[src/hdl/fts_consts.vh]
`ifndef FTS_CONSTS_VH
`define FTS_CONSTS_VH
// register byte addresses
`define FTS_REG_CTRL 12'h000
`define FTS_REG_FRAME_LEN 12'h004
`define FTS_REG_LINE_LEN 12'h008
`define FTS_REG_EXTRA 12'h00c
`define FTS_REG_STATUS 12'h010
`define FTS_REG_WIDTH 12'h014
`define FTS_REG_ODD_INC 12'h018
`define FTS_REG_ROWLIM 12'h01c
// control fields
`define FTS_CTL_GENERAL_INPUT_ENABLE 8
`define FTS_CTL_TRIG_FOLLOW 4
`define FTS_CTL_EMB_EN 9
`define FTS_CTL_DARK_LSB 12
`define FTS_CTL_DARK_MSB 15
`define FTS_CTL_PROTO_LSB 16
`define FTS_CTL_PROTO_MSB 18
`define FTS_CTL_RESET 32'h0000_8200
// dark reference codes
`define FTS_DARK_8 4'h8
`define FTS_DARK_4 4'h4
`define FTS_DARK_2 4'h2
`define FTS_EMB_ROWS 16'h0002
`define FTS_BLANK_ROWS 16'h0002
// protocols
`define FTS_PROTO_PAR 3'h0
`define FTS_PROTO_SS 3'h1
`define FTS_PROTO_SSP 3'h2
`define FTS_PROTO_PSP 3'h3
`define FTS_PROTO_MIPI 3'h4
// row kinds
`define FTS_ROW_DARK 2'h0
`define FTS_ROW_EMB 2'h1
`define FTS_ROW_BLANK 2'h2
`define FTS_ROW_ACTIVE 2'h3
// sync marker bits
`define FTS_MK_SOV 0
`define FTS_MK_SOF 1
`define FTS_MK_SOA 2
`define FTS_MK_EOL 3
`define FTS_MK_EOF 4
// timing
`define FTS_TRIG_GUARD 32'd16
`define FTS_OUT_EXTRA 16'd96
`define FTS_FRAME_RESET 16'd1320
`define FTS_LINE_RESET 16'd1242
`define FTS_WIDTH_RESET 16'd2303
`define FTS_ODD_RESET 16'd1
`define FTS_ROWLIM_RESET 16'd1242
`endif

[src/hdl/fts_buf2.v]
`timescale 1ns/100ps
`include "fts_consts.vh"
module fts_buf2 #(
   parameter W = 8
)(
   input wire aclk, // clock
   input wire aresetn, // sync reset, low
   input wire [W-1:0] in_data, // word in
   input wire in_valid, // word offered
   output wire in_ready, // room free
   output reg [W-1:0] out_data, // head word
   output wire out_valid, // head valid
   input wire out_ready // consumer takes
);
   reg [W-1:0] mem [0:1];
   reg [1:0] cnt;
   reg rd;
   reg wr;
   wire push;
   wire pop;
   assign in_ready = (cnt != 2'd2);
   assign out_valid = (cnt != 2'd0);
   assign push = in_valid && in_ready;
   assign pop = out_valid && out_ready;
   always @*
   begin
      out_data = mem[rd];
   end
   always @(posedge aclk)
   begin
      if (!aresetn)
      begin
         cnt <= 2'd0;
         rd <= 1'b0;
         wr <= 1'b0;
      end
      else
      begin
         if (push)
         begin
            mem[wr] <= in_data;
            wr <= ~wr;
         end
         if (pop)
            rd <= ~rd;
         cnt <= cnt + {1'b0, push} - {1'b0, pop};
      end
   end
endmodule

[src/hdl/fts_axil.v]
`timescale 1ns/100ps
`include "fts_consts.vh"
module fts_axil (
   input wire aclk, // clock
   input wire aresetn, // sync reset, low
   input wire [11:0] s_axi_awaddr, // write address
   input wire s_axi_awvalid, // aw valid
   output wire s_axi_awready, // aw ready
   input wire [31:0] s_axi_wdata, // write data
   input wire [3:0] s_axi_wstrb, // byte enables
   input wire s_axi_wvalid, // w valid
   output wire s_axi_wready, // w ready
   output reg [1:0] s_axi_bresp, // write resp
   output reg s_axi_bvalid, // b valid
   input wire s_axi_bready, // b ready
   input wire [11:0] s_axi_araddr, // read address
   input wire s_axi_arvalid, // ar valid
   output wire s_axi_arready, // ar ready
   output reg [31:0] s_axi_rdata, // read data
   output reg [1:0] s_axi_rresp, // read resp
   output reg s_axi_rvalid, // r valid
   input wire s_axi_rready, // r ready
   output reg [31:0] ctrl, // control word
   output reg [15:0] frame_len, // rows per frame
   output reg [15:0] line_len, // clocks per row
   output reg [31:0] extra_delay, // clocks between frames
   output reg [15:0] width_span, // x end minus start
   output reg [15:0] odd_inc, // x odd increment
   output reg [15:0] adc_limit, // adc row limit
   input wire [31:0] status // block state
);
   reg aw_hold;
   reg w_hold;
   reg [11:0] aw_addr;
   reg [31:0] w_data;
   reg [3:0] w_strb;
   assign s_axi_awready = !aw_hold && !s_axi_bvalid;
   assign s_axi_wready = !w_hold && !s_axi_bvalid;
   assign s_axi_arready = !s_axi_rvalid;
   function [31:0] merge;
      input [31:0] old;
      input [31:0] nw;
      input [3:0] st;
      integer k;
      begin
         merge = old;
         for (k = 0; k < 4; k = k + 1)
            if (st[k])
               merge[k*8 +: 8] = nw[k*8 +: 8];
      end
   endfunction
   // 16-bit registers only take the two low byte lanes
   function [15:0] merge16;
      input [15:0] old;
      input [31:0] nw;
      input [3:0] st;
      begin
         merge16[15:8] = st[1] ? nw[15:8] : old[15:8];
         merge16[7:0] = st[0] ? nw[7:0] : old[7:0];
      end
   endfunction
   always @(posedge aclk)
   begin
      if (!aresetn)
      begin
         aw_hold <= 1'b0;
         w_hold <= 1'b0;
         aw_addr <= 12'h000;
         w_data <= 32'h0000_0000;
         w_strb <= 4'h0;
         s_axi_bvalid <= 1'b0;
         s_axi_bresp <= 2'h0;
         s_axi_rvalid <= 1'b0;
         s_axi_rresp <= 2'h0;
         s_axi_rdata <= 32'h0000_0000;
         ctrl <= `FTS_CTL_RESET;
         frame_len <= `FTS_FRAME_RESET;
         line_len <= `FTS_LINE_RESET;
         extra_delay <= 32'h0000_0000;
         width_span <= `FTS_WIDTH_RESET;
         odd_inc <= `FTS_ODD_RESET;
         adc_limit <= `FTS_ROWLIM_RESET;
      end
      else
      begin
         if (s_axi_awvalid && s_axi_awready)
         begin
            aw_hold <= 1'b1;
            aw_addr <= s_axi_awaddr;
         end
         if (s_axi_wvalid && s_axi_wready)
         begin
            w_hold <= 1'b1;
            w_data <= s_axi_wdata;
            w_strb <= s_axi_wstrb;
         end
         if (aw_hold && w_hold)
         begin
            aw_hold <= 1'b0;
            w_hold <= 1'b0;
            s_axi_bvalid <= 1'b1;
            s_axi_bresp <= 2'h0;
            case (aw_addr)
               `FTS_REG_CTRL: ctrl <= merge(ctrl, w_data, w_strb);
               `FTS_REG_FRAME_LEN:
                  frame_len <= merge16(frame_len, w_data, w_strb);
               `FTS_REG_LINE_LEN:
                  line_len <= merge16(line_len, w_data, w_strb);
               `FTS_REG_EXTRA:
                  extra_delay <= merge(extra_delay, w_data, w_strb);
               `FTS_REG_WIDTH:
                  width_span <= merge16(width_span, w_data, w_strb);
               `FTS_REG_ODD_INC:
                  odd_inc <= merge16(odd_inc, w_data, w_strb);
               `FTS_REG_ROWLIM:
                  adc_limit <= merge16(adc_limit, w_data, w_strb);
               `FTS_REG_STATUS: s_axi_bresp <= 2'h0;
               default: s_axi_bresp <= 2'h2;
            endcase
         end
         if (s_axi_bvalid && s_axi_bready)
            s_axi_bvalid <= 1'b0;
         if (s_axi_arvalid && s_axi_arready)
         begin
            s_axi_rvalid <= 1'b1;
            s_axi_rresp <= 2'h0;
            case (s_axi_araddr)
               `FTS_REG_CTRL: s_axi_rdata <= ctrl;
               `FTS_REG_FRAME_LEN: s_axi_rdata <= {16'h0000, frame_len};
               `FTS_REG_LINE_LEN: s_axi_rdata <= {16'h0000, line_len};
               `FTS_REG_EXTRA: s_axi_rdata <= extra_delay;
               `FTS_REG_STATUS: s_axi_rdata <= status;
               `FTS_REG_WIDTH: s_axi_rdata <= {16'h0000, width_span};
               `FTS_REG_ODD_INC: s_axi_rdata <= {16'h0000, odd_inc};
               `FTS_REG_ROWLIM: s_axi_rdata <= {16'h0000, adc_limit};
               default:
               begin
                  s_axi_rdata <= 32'h0000_0000;
                  s_axi_rresp <= 2'h2;
               end
            endcase
         end
         else if (s_axi_rvalid && s_axi_rready)
            s_axi_rvalid <= 1'b0;
      end
   end
endmodule

[src/hdl/fts_frame_timing.v]
`timescale 1ns/100ps
`include "fts_consts.vh"
// Contract
// - frame length is a row count including active and blanking rows
// - minimum blanking is dark rows plus two embedded plus two blank
// - dark code 8, 4 or 2 gives blanking 12, 8 or 6
// - embedded enable set emits two info rows, clear emits blank rows
// - trigger mode needs input enable and trigger-follow both set
// - without trigger mode, next frame starts after extra delay
// - while waiting, a vertical-drive rising edge starts the frame
// - after a trigger, deaf for one frame period minus 16 clocks
// - while waiting, shutter and read pointers are paused
// - a rising edge outside the waiting state is ignored
// - each frame outputs blanking rows first, then active rows
// - sync markers per protocol; parallel uses frame and line valid
// - minimum row length is the largest of three limits
// - frame period is rows times row length plus extra delay
module fts_frame_timing (
   input wire aclk, // pixel clock, 25 MHz
   input wire aresetn, // sync reset, low
   input wire [11:0] s_axi_awaddr, // write address
   input wire s_axi_awvalid, // aw valid
   output wire s_axi_awready, // aw ready
   input wire [31:0] s_axi_wdata, // write data
   input wire [3:0] s_axi_wstrb, // byte enables
   input wire s_axi_wvalid, // w valid
   output wire s_axi_wready, // w ready
   output wire [1:0] s_axi_bresp, // write resp
   output wire s_axi_bvalid, // b valid
   input wire s_axi_bready, // b ready
   input wire [11:0] s_axi_araddr, // read address
   input wire s_axi_arvalid, // ar valid
   output wire s_axi_arready, // ar ready
   output wire [31:0] s_axi_rdata, // read data
   output wire [1:0] s_axi_rresp, // read resp
   output wire s_axi_rvalid, // r valid
   input wire s_axi_rready, // r ready
   input wire vertical_drive_trigger, // trigger pin, async
   output reg frame_valid_out, // parallel frame valid
   output reg line_valid_out, // parallel line valid
   output reg [1:0] row_kind, // kind of current row
   output reg [15:0] row_index, // row within frame
   output reg pointers_run, // shutter and read advance
   output wire [4:0] sync_marker, // marker set, buffered
   output wire sync_valid, // marker word valid
   input wire sync_ready // marker consumer ready
);
   localparam ST_DELAY = 2'h0;
   localparam ST_WAIT = 2'h1;
   localparam ST_READ = 2'h2;
   wire [31:0] ctrl;
   wire [15:0] frame_len;
   wire [15:0] line_len;
   wire [31:0] extra_delay;
   wire [15:0] width_span;
   wire [15:0] odd_inc;
   wire [15:0] adc_limit;
   wire [31:0] status;
   reg [1:0] state;
   reg [15:0] pix_cnt;
   reg [31:0] delay_cnt;
   reg [31:0] deaf_cnt;
   reg trig_s1;
   reg trig_s2;
   reg trig_d;
   reg trig_armed;
   reg [15:0] dark_rows;
   reg [15:0] min_blank;
   reg [15:0] eff_frame;
   reg [15:0] row_len;
   reg [15:0] lim_dig;
   reg [15:0] lim_out;
   reg [15:0] sub;
   reg [16:0] sub_wide;
   reg [31:0] frame_clocks;
   reg [4:0] next_marker;
   reg mk_push;
   wire mk_ready;
   wire trig_mode;
   wire trig_rise;
   wire [2:0] proto;
   wire row_end;
   wire frame_end;
   //--------------------------------------------------
   // register slave
   //--------------------------------------------------
   fts_axil u_regs (
      .aclk(aclk),
      .aresetn(aresetn),
      .s_axi_awaddr(s_axi_awaddr),
      .s_axi_awvalid(s_axi_awvalid),
      .s_axi_awready(s_axi_awready),
      .s_axi_wdata(s_axi_wdata),
      .s_axi_wstrb(s_axi_wstrb),
      .s_axi_wvalid(s_axi_wvalid),
      .s_axi_wready(s_axi_wready),
      .s_axi_bresp(s_axi_bresp),
      .s_axi_bvalid(s_axi_bvalid),
      .s_axi_bready(s_axi_bready),
      .s_axi_araddr(s_axi_araddr),
      .s_axi_arvalid(s_axi_arvalid),
      .s_axi_arready(s_axi_arready),
      .s_axi_rdata(s_axi_rdata),
      .s_axi_rresp(s_axi_rresp),
      .s_axi_rvalid(s_axi_rvalid),
      .s_axi_rready(s_axi_rready),
      .ctrl(ctrl),
      .frame_len(frame_len),
      .line_len(line_len),
      .extra_delay(extra_delay),
      .width_span(width_span),
      .odd_inc(odd_inc),
      .adc_limit(adc_limit),
      .status(status)
   );
   //--------------------------------------------------
   // configuration decode
   //--------------------------------------------------
   assign trig_mode = ctrl[`FTS_CTL_GENERAL_INPUT_ENABLE]
      && ctrl[`FTS_CTL_TRIG_FOLLOW];
   assign proto = ctrl[`FTS_CTL_PROTO_MSB:`FTS_CTL_PROTO_LSB];
   always @*
   begin
      case (ctrl[`FTS_CTL_DARK_MSB:`FTS_CTL_DARK_LSB])
         `FTS_DARK_4: dark_rows = 16'd4;
         `FTS_DARK_2: dark_rows = 16'd2;
         default: dark_rows = 16'd8;
      endcase
      min_blank = dark_rows + `FTS_EMB_ROWS + `FTS_BLANK_ROWS;
      // a short frame still carries its blanking rows
      eff_frame = (frame_len > min_blank) ? frame_len : min_blank;
      // x span over subsample factor, i.e. 2*span/(inc+1), or span itself when inc is 0
      sub_wide = (odd_inc == 16'd0) ? {1'b0, width_span}
         : (({width_span, 1'b0}) / ({1'b0, odd_inc} + 17'd1));
      sub = sub_wide[15:0];
      lim_dig = sub / 16'd3;
      lim_out = (sub >> 1) + `FTS_OUT_EXTRA;
      row_len = adc_limit;
      if (lim_dig > row_len)
         row_len = lim_dig;
      if (lim_out > row_len)
         row_len = lim_out;
      if (line_len > row_len)
         row_len = line_len;
      frame_clocks = eff_frame * row_len + extra_delay;
   end
   //--------------------------------------------------
   // trigger input
   //--------------------------------------------------
   always @(posedge aclk)
   begin
      if (!aresetn)
      begin
         trig_s1 <= 1'b0;
         trig_s2 <= 1'b0;
         trig_d <= 1'b0;
      end
      else
      begin
         trig_s1 <= vertical_drive_trigger;
         trig_s2 <= trig_s1;
         trig_d <= trig_s2;
      end
   end
   assign trig_rise = trig_s2 && !trig_d;
   //--------------------------------------------------
   // sequencer
   //--------------------------------------------------
   assign row_end = (state == ST_READ) && (pix_cnt == row_len - 16'd1);
   assign frame_end = row_end && (row_index == eff_frame - 16'd1);
   always @(posedge aclk)
   begin
      if (!aresetn)
      begin
         state <= ST_DELAY;
         pix_cnt <= 16'h0000;
         row_index <= 16'h0000;
         delay_cnt <= 32'h0000_0000;
         deaf_cnt <= 32'h0000_0000;
         trig_armed <= 1'b0;
      end
      else
      begin
         // deaf window runs in parallel with the readout
         if (deaf_cnt != 32'h0000_0000)
            deaf_cnt <= deaf_cnt - 32'd1;
         else if (trig_mode)
            trig_armed <= 1'b1;
         case (state)
            ST_DELAY:
            begin
               if (trig_mode)
               begin
                  state <= ST_WAIT;
                  delay_cnt <= 32'h0000_0000;
               end
               else if (delay_cnt + 32'd1 >= extra_delay)
               begin
                  state <= ST_READ;
                  delay_cnt <= 32'h0000_0000;
               end
               else
                  delay_cnt <= delay_cnt + 32'd1;
            end
            ST_WAIT:
            begin
               // row and pixel counters hold here, pointers stand still
               if (!trig_mode)
                  state <= ST_DELAY;
               else if (trig_rise && trig_armed && deaf_cnt == 32'd0)
               begin
                  state <= ST_READ;
                  trig_armed <= 1'b0;
                  deaf_cnt <= (frame_clocks > `FTS_TRIG_GUARD)
                     ? frame_clocks - `FTS_TRIG_GUARD : 32'd0;
               end
            end
            ST_READ:
            begin
               if (row_end)
               begin
                  pix_cnt <= 16'h0000;
                  if (frame_end)
                  begin
                     row_index <= 16'h0000;
                     // outside trigger mode, no idle cycle when no extra delay is set
                     if (trig_mode)
                        state <= ST_WAIT;
                     else if (extra_delay == 32'h0000_0000)
                        state <= ST_READ;
                     else
                        state <= ST_DELAY;
                  end
                  else
                     row_index <= row_index + 16'd1;
               end
               else
                  pix_cnt <= pix_cnt + 16'd1;
            end
            default: state <= ST_DELAY;
         endcase
         // edges while deaf or reading are dropped, not queued:
         // only the waiting state looks at trig_rise
      end
   end
   //--------------------------------------------------
   // row kind and outputs
   //--------------------------------------------------
   always @(posedge aclk)
   begin
      if (!aresetn)
      begin
         row_kind <= `FTS_ROW_DARK;
         frame_valid_out <= 1'b0;
         line_valid_out <= 1'b0;
         pointers_run <= 1'b0;
      end
      else
      begin
         pointers_run <= (state == ST_READ);
         frame_valid_out <= (state == ST_READ) && (row_index >= min_blank);
         line_valid_out <= (state == ST_READ) && (row_index >= min_blank)
            && (pix_cnt < row_len - `FTS_OUT_EXTRA);
         if (row_index < dark_rows)
            row_kind <= `FTS_ROW_DARK;
         else if (row_index < dark_rows + `FTS_EMB_ROWS)
            row_kind <= ctrl[`FTS_CTL_EMB_EN]
               ? `FTS_ROW_EMB : `FTS_ROW_BLANK;
         else if (row_index < min_blank)
            row_kind <= `FTS_ROW_BLANK;
         else
            row_kind <= `FTS_ROW_ACTIVE;
      end
   end
   //--------------------------------------------------
   // sync markers
   //--------------------------------------------------
   always @*
   begin
      next_marker = 5'h00;
      mk_push = 1'b0;
      if (state == ST_READ && pix_cnt == 16'h0000 && proto != `FTS_PROTO_PAR)
      begin
         mk_push = 1'b1;
         if (row_index < min_blank)
         begin
            if (proto == `FTS_PROTO_SSP || proto == `FTS_PROTO_SS)
               next_marker[`FTS_MK_SOV] = 1'b1;
         end
         else
            next_marker[`FTS_MK_SOA] = 1'b1;
         if (row_index == 16'h0000 && proto != `FTS_PROTO_SS)
            next_marker[`FTS_MK_SOF] = 1'b1;
      end
      else if (row_end && proto != `FTS_PROTO_PAR && proto != `FTS_PROTO_SS)
      begin
         mk_push = 1'b1;
         next_marker[`FTS_MK_EOL] = 1'b1;
         if (frame_end)
            next_marker[`FTS_MK_EOF] = 1'b1;
      end
      // protocols without a blanking marker push nothing at blanking row starts after row 0
      mk_push = mk_push && (next_marker != 5'h00);
   end
   // a stalled consumer drops markers only after two are queued
   fts_buf2 #(.W(5)) u_mk (
      .aclk(aclk),
      .aresetn(aresetn),
      .in_data(next_marker),
      .in_valid(mk_push),
      .in_ready(mk_ready),
      .out_data(sync_marker),
      .out_valid(sync_valid),
      .out_ready(sync_ready)
   );
   assign status = {13'h0000, !mk_ready, trig_armed, trig_mode,
      state == ST_WAIT, state == ST_READ, row_len[9:0], row_index[3:0]};
endmodule

[config.mk]
export PLATFORM = sky130hd
export DESIGN_NAME = fts_frame_timing
export DESIGN_NICKNAME = d
export VERILOG_FILES = /design/src/hdl/fts_buf2.v /design/src/hdl/fts_axil.v /design/src/hdl/fts_frame_timing.v
export VERILOG_INCLUDE_DIRS = /design/src /design/src/hdl
export SDC_FILE = /design/constraint.sdc
export NUM_CORES = 2
export LEC_CHECK = 0
export BUFFER_PORTS_ARGS = -buffer_cell sky130_fd_sc_hd__buf_2
export CAP_MARGIN = 20
export CORE_ASPECT_RATIO = 1.75
export CORE_MARGIN = 2
export CORE_UTILIZATION = 28
export CTS_BUF_LIST = sky130_fd_sc_hd__clkbuf_4 sky130_fd_sc_hd__clkbuf_8
export CTS_CLUSTER_DIAMETER = 100
export DETAILED_ROUTE_END_ITERATION = 10
export HOLD_SLACK_MARGIN = 0.03
export PLACE_DENSITY_LB_ADDON = 0.12
export SLEW_MARGIN = 20
export SYNTH_ARGS = -nofsm -noshare
export SYNTH_HDL_FRONTEND = slang
export SYNTH_SLANG_ARGS = --single-unit
[constraint.sdc]
create_clock -name aclk -period 46.4 [get_ports aclk]
set_clock_uncertainty 0.2 [all_clocks]
set_input_delay 9.28 -clock aclk [delete_from_list [all_inputs] [get_ports aclk]]
set_output_delay 9.28 -clock aclk [all_outputs]
set_load 0.1 [all_outputs]
==> metrics.log <==
INFO  metric run_status = completed
INFO  metric crit_path_top_delay_cell = sky130_fd_sc_hd__fa_1
INFO  metric timing.critical_path.mode_cell = sky130_fd_sc_hd__o21a_1
INFO  metric route.detailed.drc = 0
INFO  metric most_used_cells_in_the_layout_excluding_fill_and_tap_cells = 595 x sky130_fd_sc_hd__nand2_1, 475 x sky130_fd_sc_hd__inv_1, 432 x sky130_fd_sc_hd__nor2_1
INFO  metric synth_area = 39,600 um^2
INFO  metric die_width = 288 um
INFO  metric cp_slowest_stage_delay = 0.54 ns
INFO  metric post_synth.cell_area_avg = approximately 7.7 um^2
INFO  metric r2r_end = deaf_cnt[19]
INFO  metric critical_path.reg2reg.startpoint = u_regs.odd_inc[13]
INFO  metric r2r_slack = 2.46 ns
INFO  metric globalRouteTotalUtil = between 20% and 30%
INFO  metric routed-wl-met3 = 5120 um
INFO  metric data_required_critical_path = approximately 47 ns
INFO  metric yosysWarningCount = 0
INFO  metric initial_antenna_violation_count = 7
INFO  metric final_hold_viol_count = 0
INFO  metric maxClockFrequency = between 20 and 25 MHz
INFO  metric vias_in_the_first_global_route = 38,928
INFO  metric core_area = 141,000 um^2
INFO  metric synth-async-reset-ratio = 0%
INFO  metric cts-root-buf = sky130_fd_sc_hd__clkbuf_8
INFO  metric drt-met1-wl = 61,900 um
INFO  metric max-cap-violations = 0
INFO  metric syn_to_final_growth = 16.5%
INFO  metric drt_iter0_markers = 2,137
INFO  metric slew_viol_final = 0
INFO  metric io-pin-count = 137
INFO  metric cts_tree = done
INFO  metric synth_edf_count = 10
INFO  metric finalWorstPathRequiredPeriod = 43.94 ns
INFO  metric reg2regPathDepth = 226
INFO  metric cts_buffers = 57
INFO  metric detail_route.wirelength = 172,000 um
INFO  metric rows = 182
INFO  metric die_y = 501 um
INFO  metric worstPathBufferInverterCount = 20
INFO  metric met2_wirelength = around 93,000 um
INFO  metric worstHoldPathType = reg2reg
INFO  metric max-slew-margin-rel = 24.6%
INFO  metric cts-htree-levels = 2
INFO  metric route.detailed.wl_per_inst = 23.8 um
INFO  metric hold_path_startpoint = u_regs.aw_addr[9]
INFO  metric route.antenna.remaining_nets = 0
INFO  metric routed_via_density = between 5 and 6
INFO  metric hold_ws = 0.254 ns
INFO  metric gp_congestion = between 0.9 and 1
INFO  metric seq_area_frac_synth = 18.1%
INFO  metric grt_pass1_wl = 250,000 um
INFO  metric path_clk_slew = 0.07 ns
INFO  metric postSynth.topFlopCell = sky130_fd_sc_hd__dfxtp_1
INFO  metric grt_start_max_net_pins = 72
INFO  metric final_cycle_utilization_of_the_critical_path = 94.7%
INFO  metric design.final.nets = 6,002
INFO  metric max_slew.worst_pin.slew = 1.13 ns
INFO  metric insertion_delay_to_the_later_sink_of_the_worst_skew_pair = 0.76 ns
INFO  metric yosys_register_bits = 352
INFO  metric detailed_place_hpwl = about 140,000 um
INFO  metric clkSinkCount = 352
INFO  metric ctsHoldBuffers = 0
INFO  metric port_buffers = 134
INFO  metric grt_overflow_total = 0
INFO  metric yosysUniqueCellTypes = about 120
INFO  metric timing_worst_setup_path_type = reg2reg
INFO  metric initial_core_util = 28.2%
INFO  metric crit_family = compound AO/OA/AOI/OAI gates
INFO  metric syn-instance-count = 5,119
INFO  metric layout_setup_ws = 2.46 ns
INFO  metric via_count = approximately 38,000
INFO  metric timing.critical_path.from_type = register
INFO  metric num-fill-cells = 15,051
INFO  metric dieArea = 145,000 um^2
INFO  metric clockBufferDepth = 3
INFO  metric arrival = 44.30 ns
INFO  metric final-setup-viol-count = 0
INFO  metric dr.pass1.iters = 8
INFO  metric dp_slack = -1.28 ns
INFO  metric worstHoldPathCells = 2
INFO  metric critical_path.endpoint_type = register
INFO  metric critPathMaxFanout = 15
INFO  metric hold_end = u_regs.aw_addr[9]
INFO  metric dr.max_layer_used = met5
INFO  metric layout.cells.most_common = sky130_fd_sc_hd__nand2_1
INFO  metric drive_gt1_share = 16.0%
==> what timing repair did <==
action                                  4_1_cts  5_1_grt
pin swaps                                     5       89
gates resized for setup                      15      196
endpoints found under the hold margin         0        0
cloned                                        1        2
endpoints found under the setup margin       32       77
buffers inserted                              7       37
==> state kept, by name, summed over array words and instances (netlist names), 2 cells and up, named ones only <==
signal,cells
deaf_cnt,32
delay_cnt,32
u_regs.ctrl,32
u_regs.extra_delay,32
u_regs.s_axi_rdata,32
u_regs.w_data,32
pix_cnt,16
row_index,16
u_regs.adc_limit,16
u_regs.frame_len,16
u_regs.line_len,16
u_regs.odd_inc,16
u_regs.width_span,16
u_regs.aw_addr,12
u_mk.mem,10
u_regs.w_strb,4
row_kind,2
state,2
u_mk.cnt,2
==> layout make-up <==
type                       instances  area (um^2)  area share, %
antenna                            5         12.5         0.0271
tap                             1840         2300           4.99
sequential                       352         7160           15.5
multi-input combinational       3997        30400           66.0
clock inverter                    16          201          0.437
timing repair buffer             435         3050           6.61
clock buffer                      90         1130           2.44
inverter                         486         1830           3.97
==> per-layer routing <==
metal / global-route usage, % / vias to the layer above
li1: - / 18152
met1: 23.6 / 18592
met2: 45.6 / 926
met3: 1.58 / 353
met4: 14.0 / 2
met5: 0 / -
==> worst min-delay path, cell delays in order, from the launching register on <==
cell and delay (ns):
sky130_fd_sc_hd__dfxtp_1 0.31, sky130_fd_sc_hd__nand2_1 0.05, sky130_fd_sc_hd__a21oi_1 0.05
==> cells in the mapped netlist (all sizes together), types with 56 or more instances <==
cell,number,area (um^2)
clkbuf,229,860
mux2,77,867
nand2,600,2250
nor2b,57,357
a21o,65,488
o21a,79,593
a22oi,56,420
nor3,132,666
xor2,85,752
mux2i,90,901
nand3,179,928
o21ai,174,878
fa,225,4500
and2,109,684
nand4,70,463
buf,58,315
inv,482,1810
a21oi,354,1780
nor2,445,1670
xnor2,181,1590
dfxtp,342,6850
ha,379,4740
==> cell families after synthesis <==
logic type,Yosys count,synth area share (%)
other cells,1,0.00947
xor+xnor,266,5.92
fa+ha+maj,604,23.4
flops,352,18.1
buf+inv,773,7.57
simple gates,1844,22.1
compound gates,1112,18.5
mux,167,4.47
==> worst max-delay path by stage <==
| stage | from | end | slack, ns | depth (start not counted) |
|---|---|---|---|---|
| after CTS | u_regs.odd_inc[3] | deaf_cnt[7] | 0.0006 | 234 |
| after global routing | u_regs.odd_inc[13] | deaf_cnt[16] | -0.24 | 247 |
| final | u_regs.odd_inc[13] | deaf_cnt[19] | 2.46 | 226 |
| after detailed placement | u_regs.odd_inc[3] | deaf_cnt[26] | -1.28 | 225 |
| after global placement | u_regs.odd_inc[2] | deaf_cnt[13] | -0.77 | 226 |
| after floorplan | u_regs.odd_inc[0] | deaf_cnt[22] | 0.09 | 248 |
==> per-stage QoR <==
| stage | cells | instance area [um^2] | setup TNS (ns) | util (%) |
|---|---|---|---|---|
| floorplan | 5120 | 39700 | 0 | - |
| global placement | 7063 | 43500 | -21.04 | 31.0 |
| detailed placement | 7063 | 43600 | -38.81 | 31.0 |
| CTS | 7177 | 45000 | 0 | 32.0 |
| global route | 7217 | 46100 | -5.40 | 32.8 |
| finish | 7221 | 46100 | 0 | 32.8 |
Power is left out: the tool's default activity adds up to more than one toggle a clock period on the data nets, which glitch-free logic cannot reach.
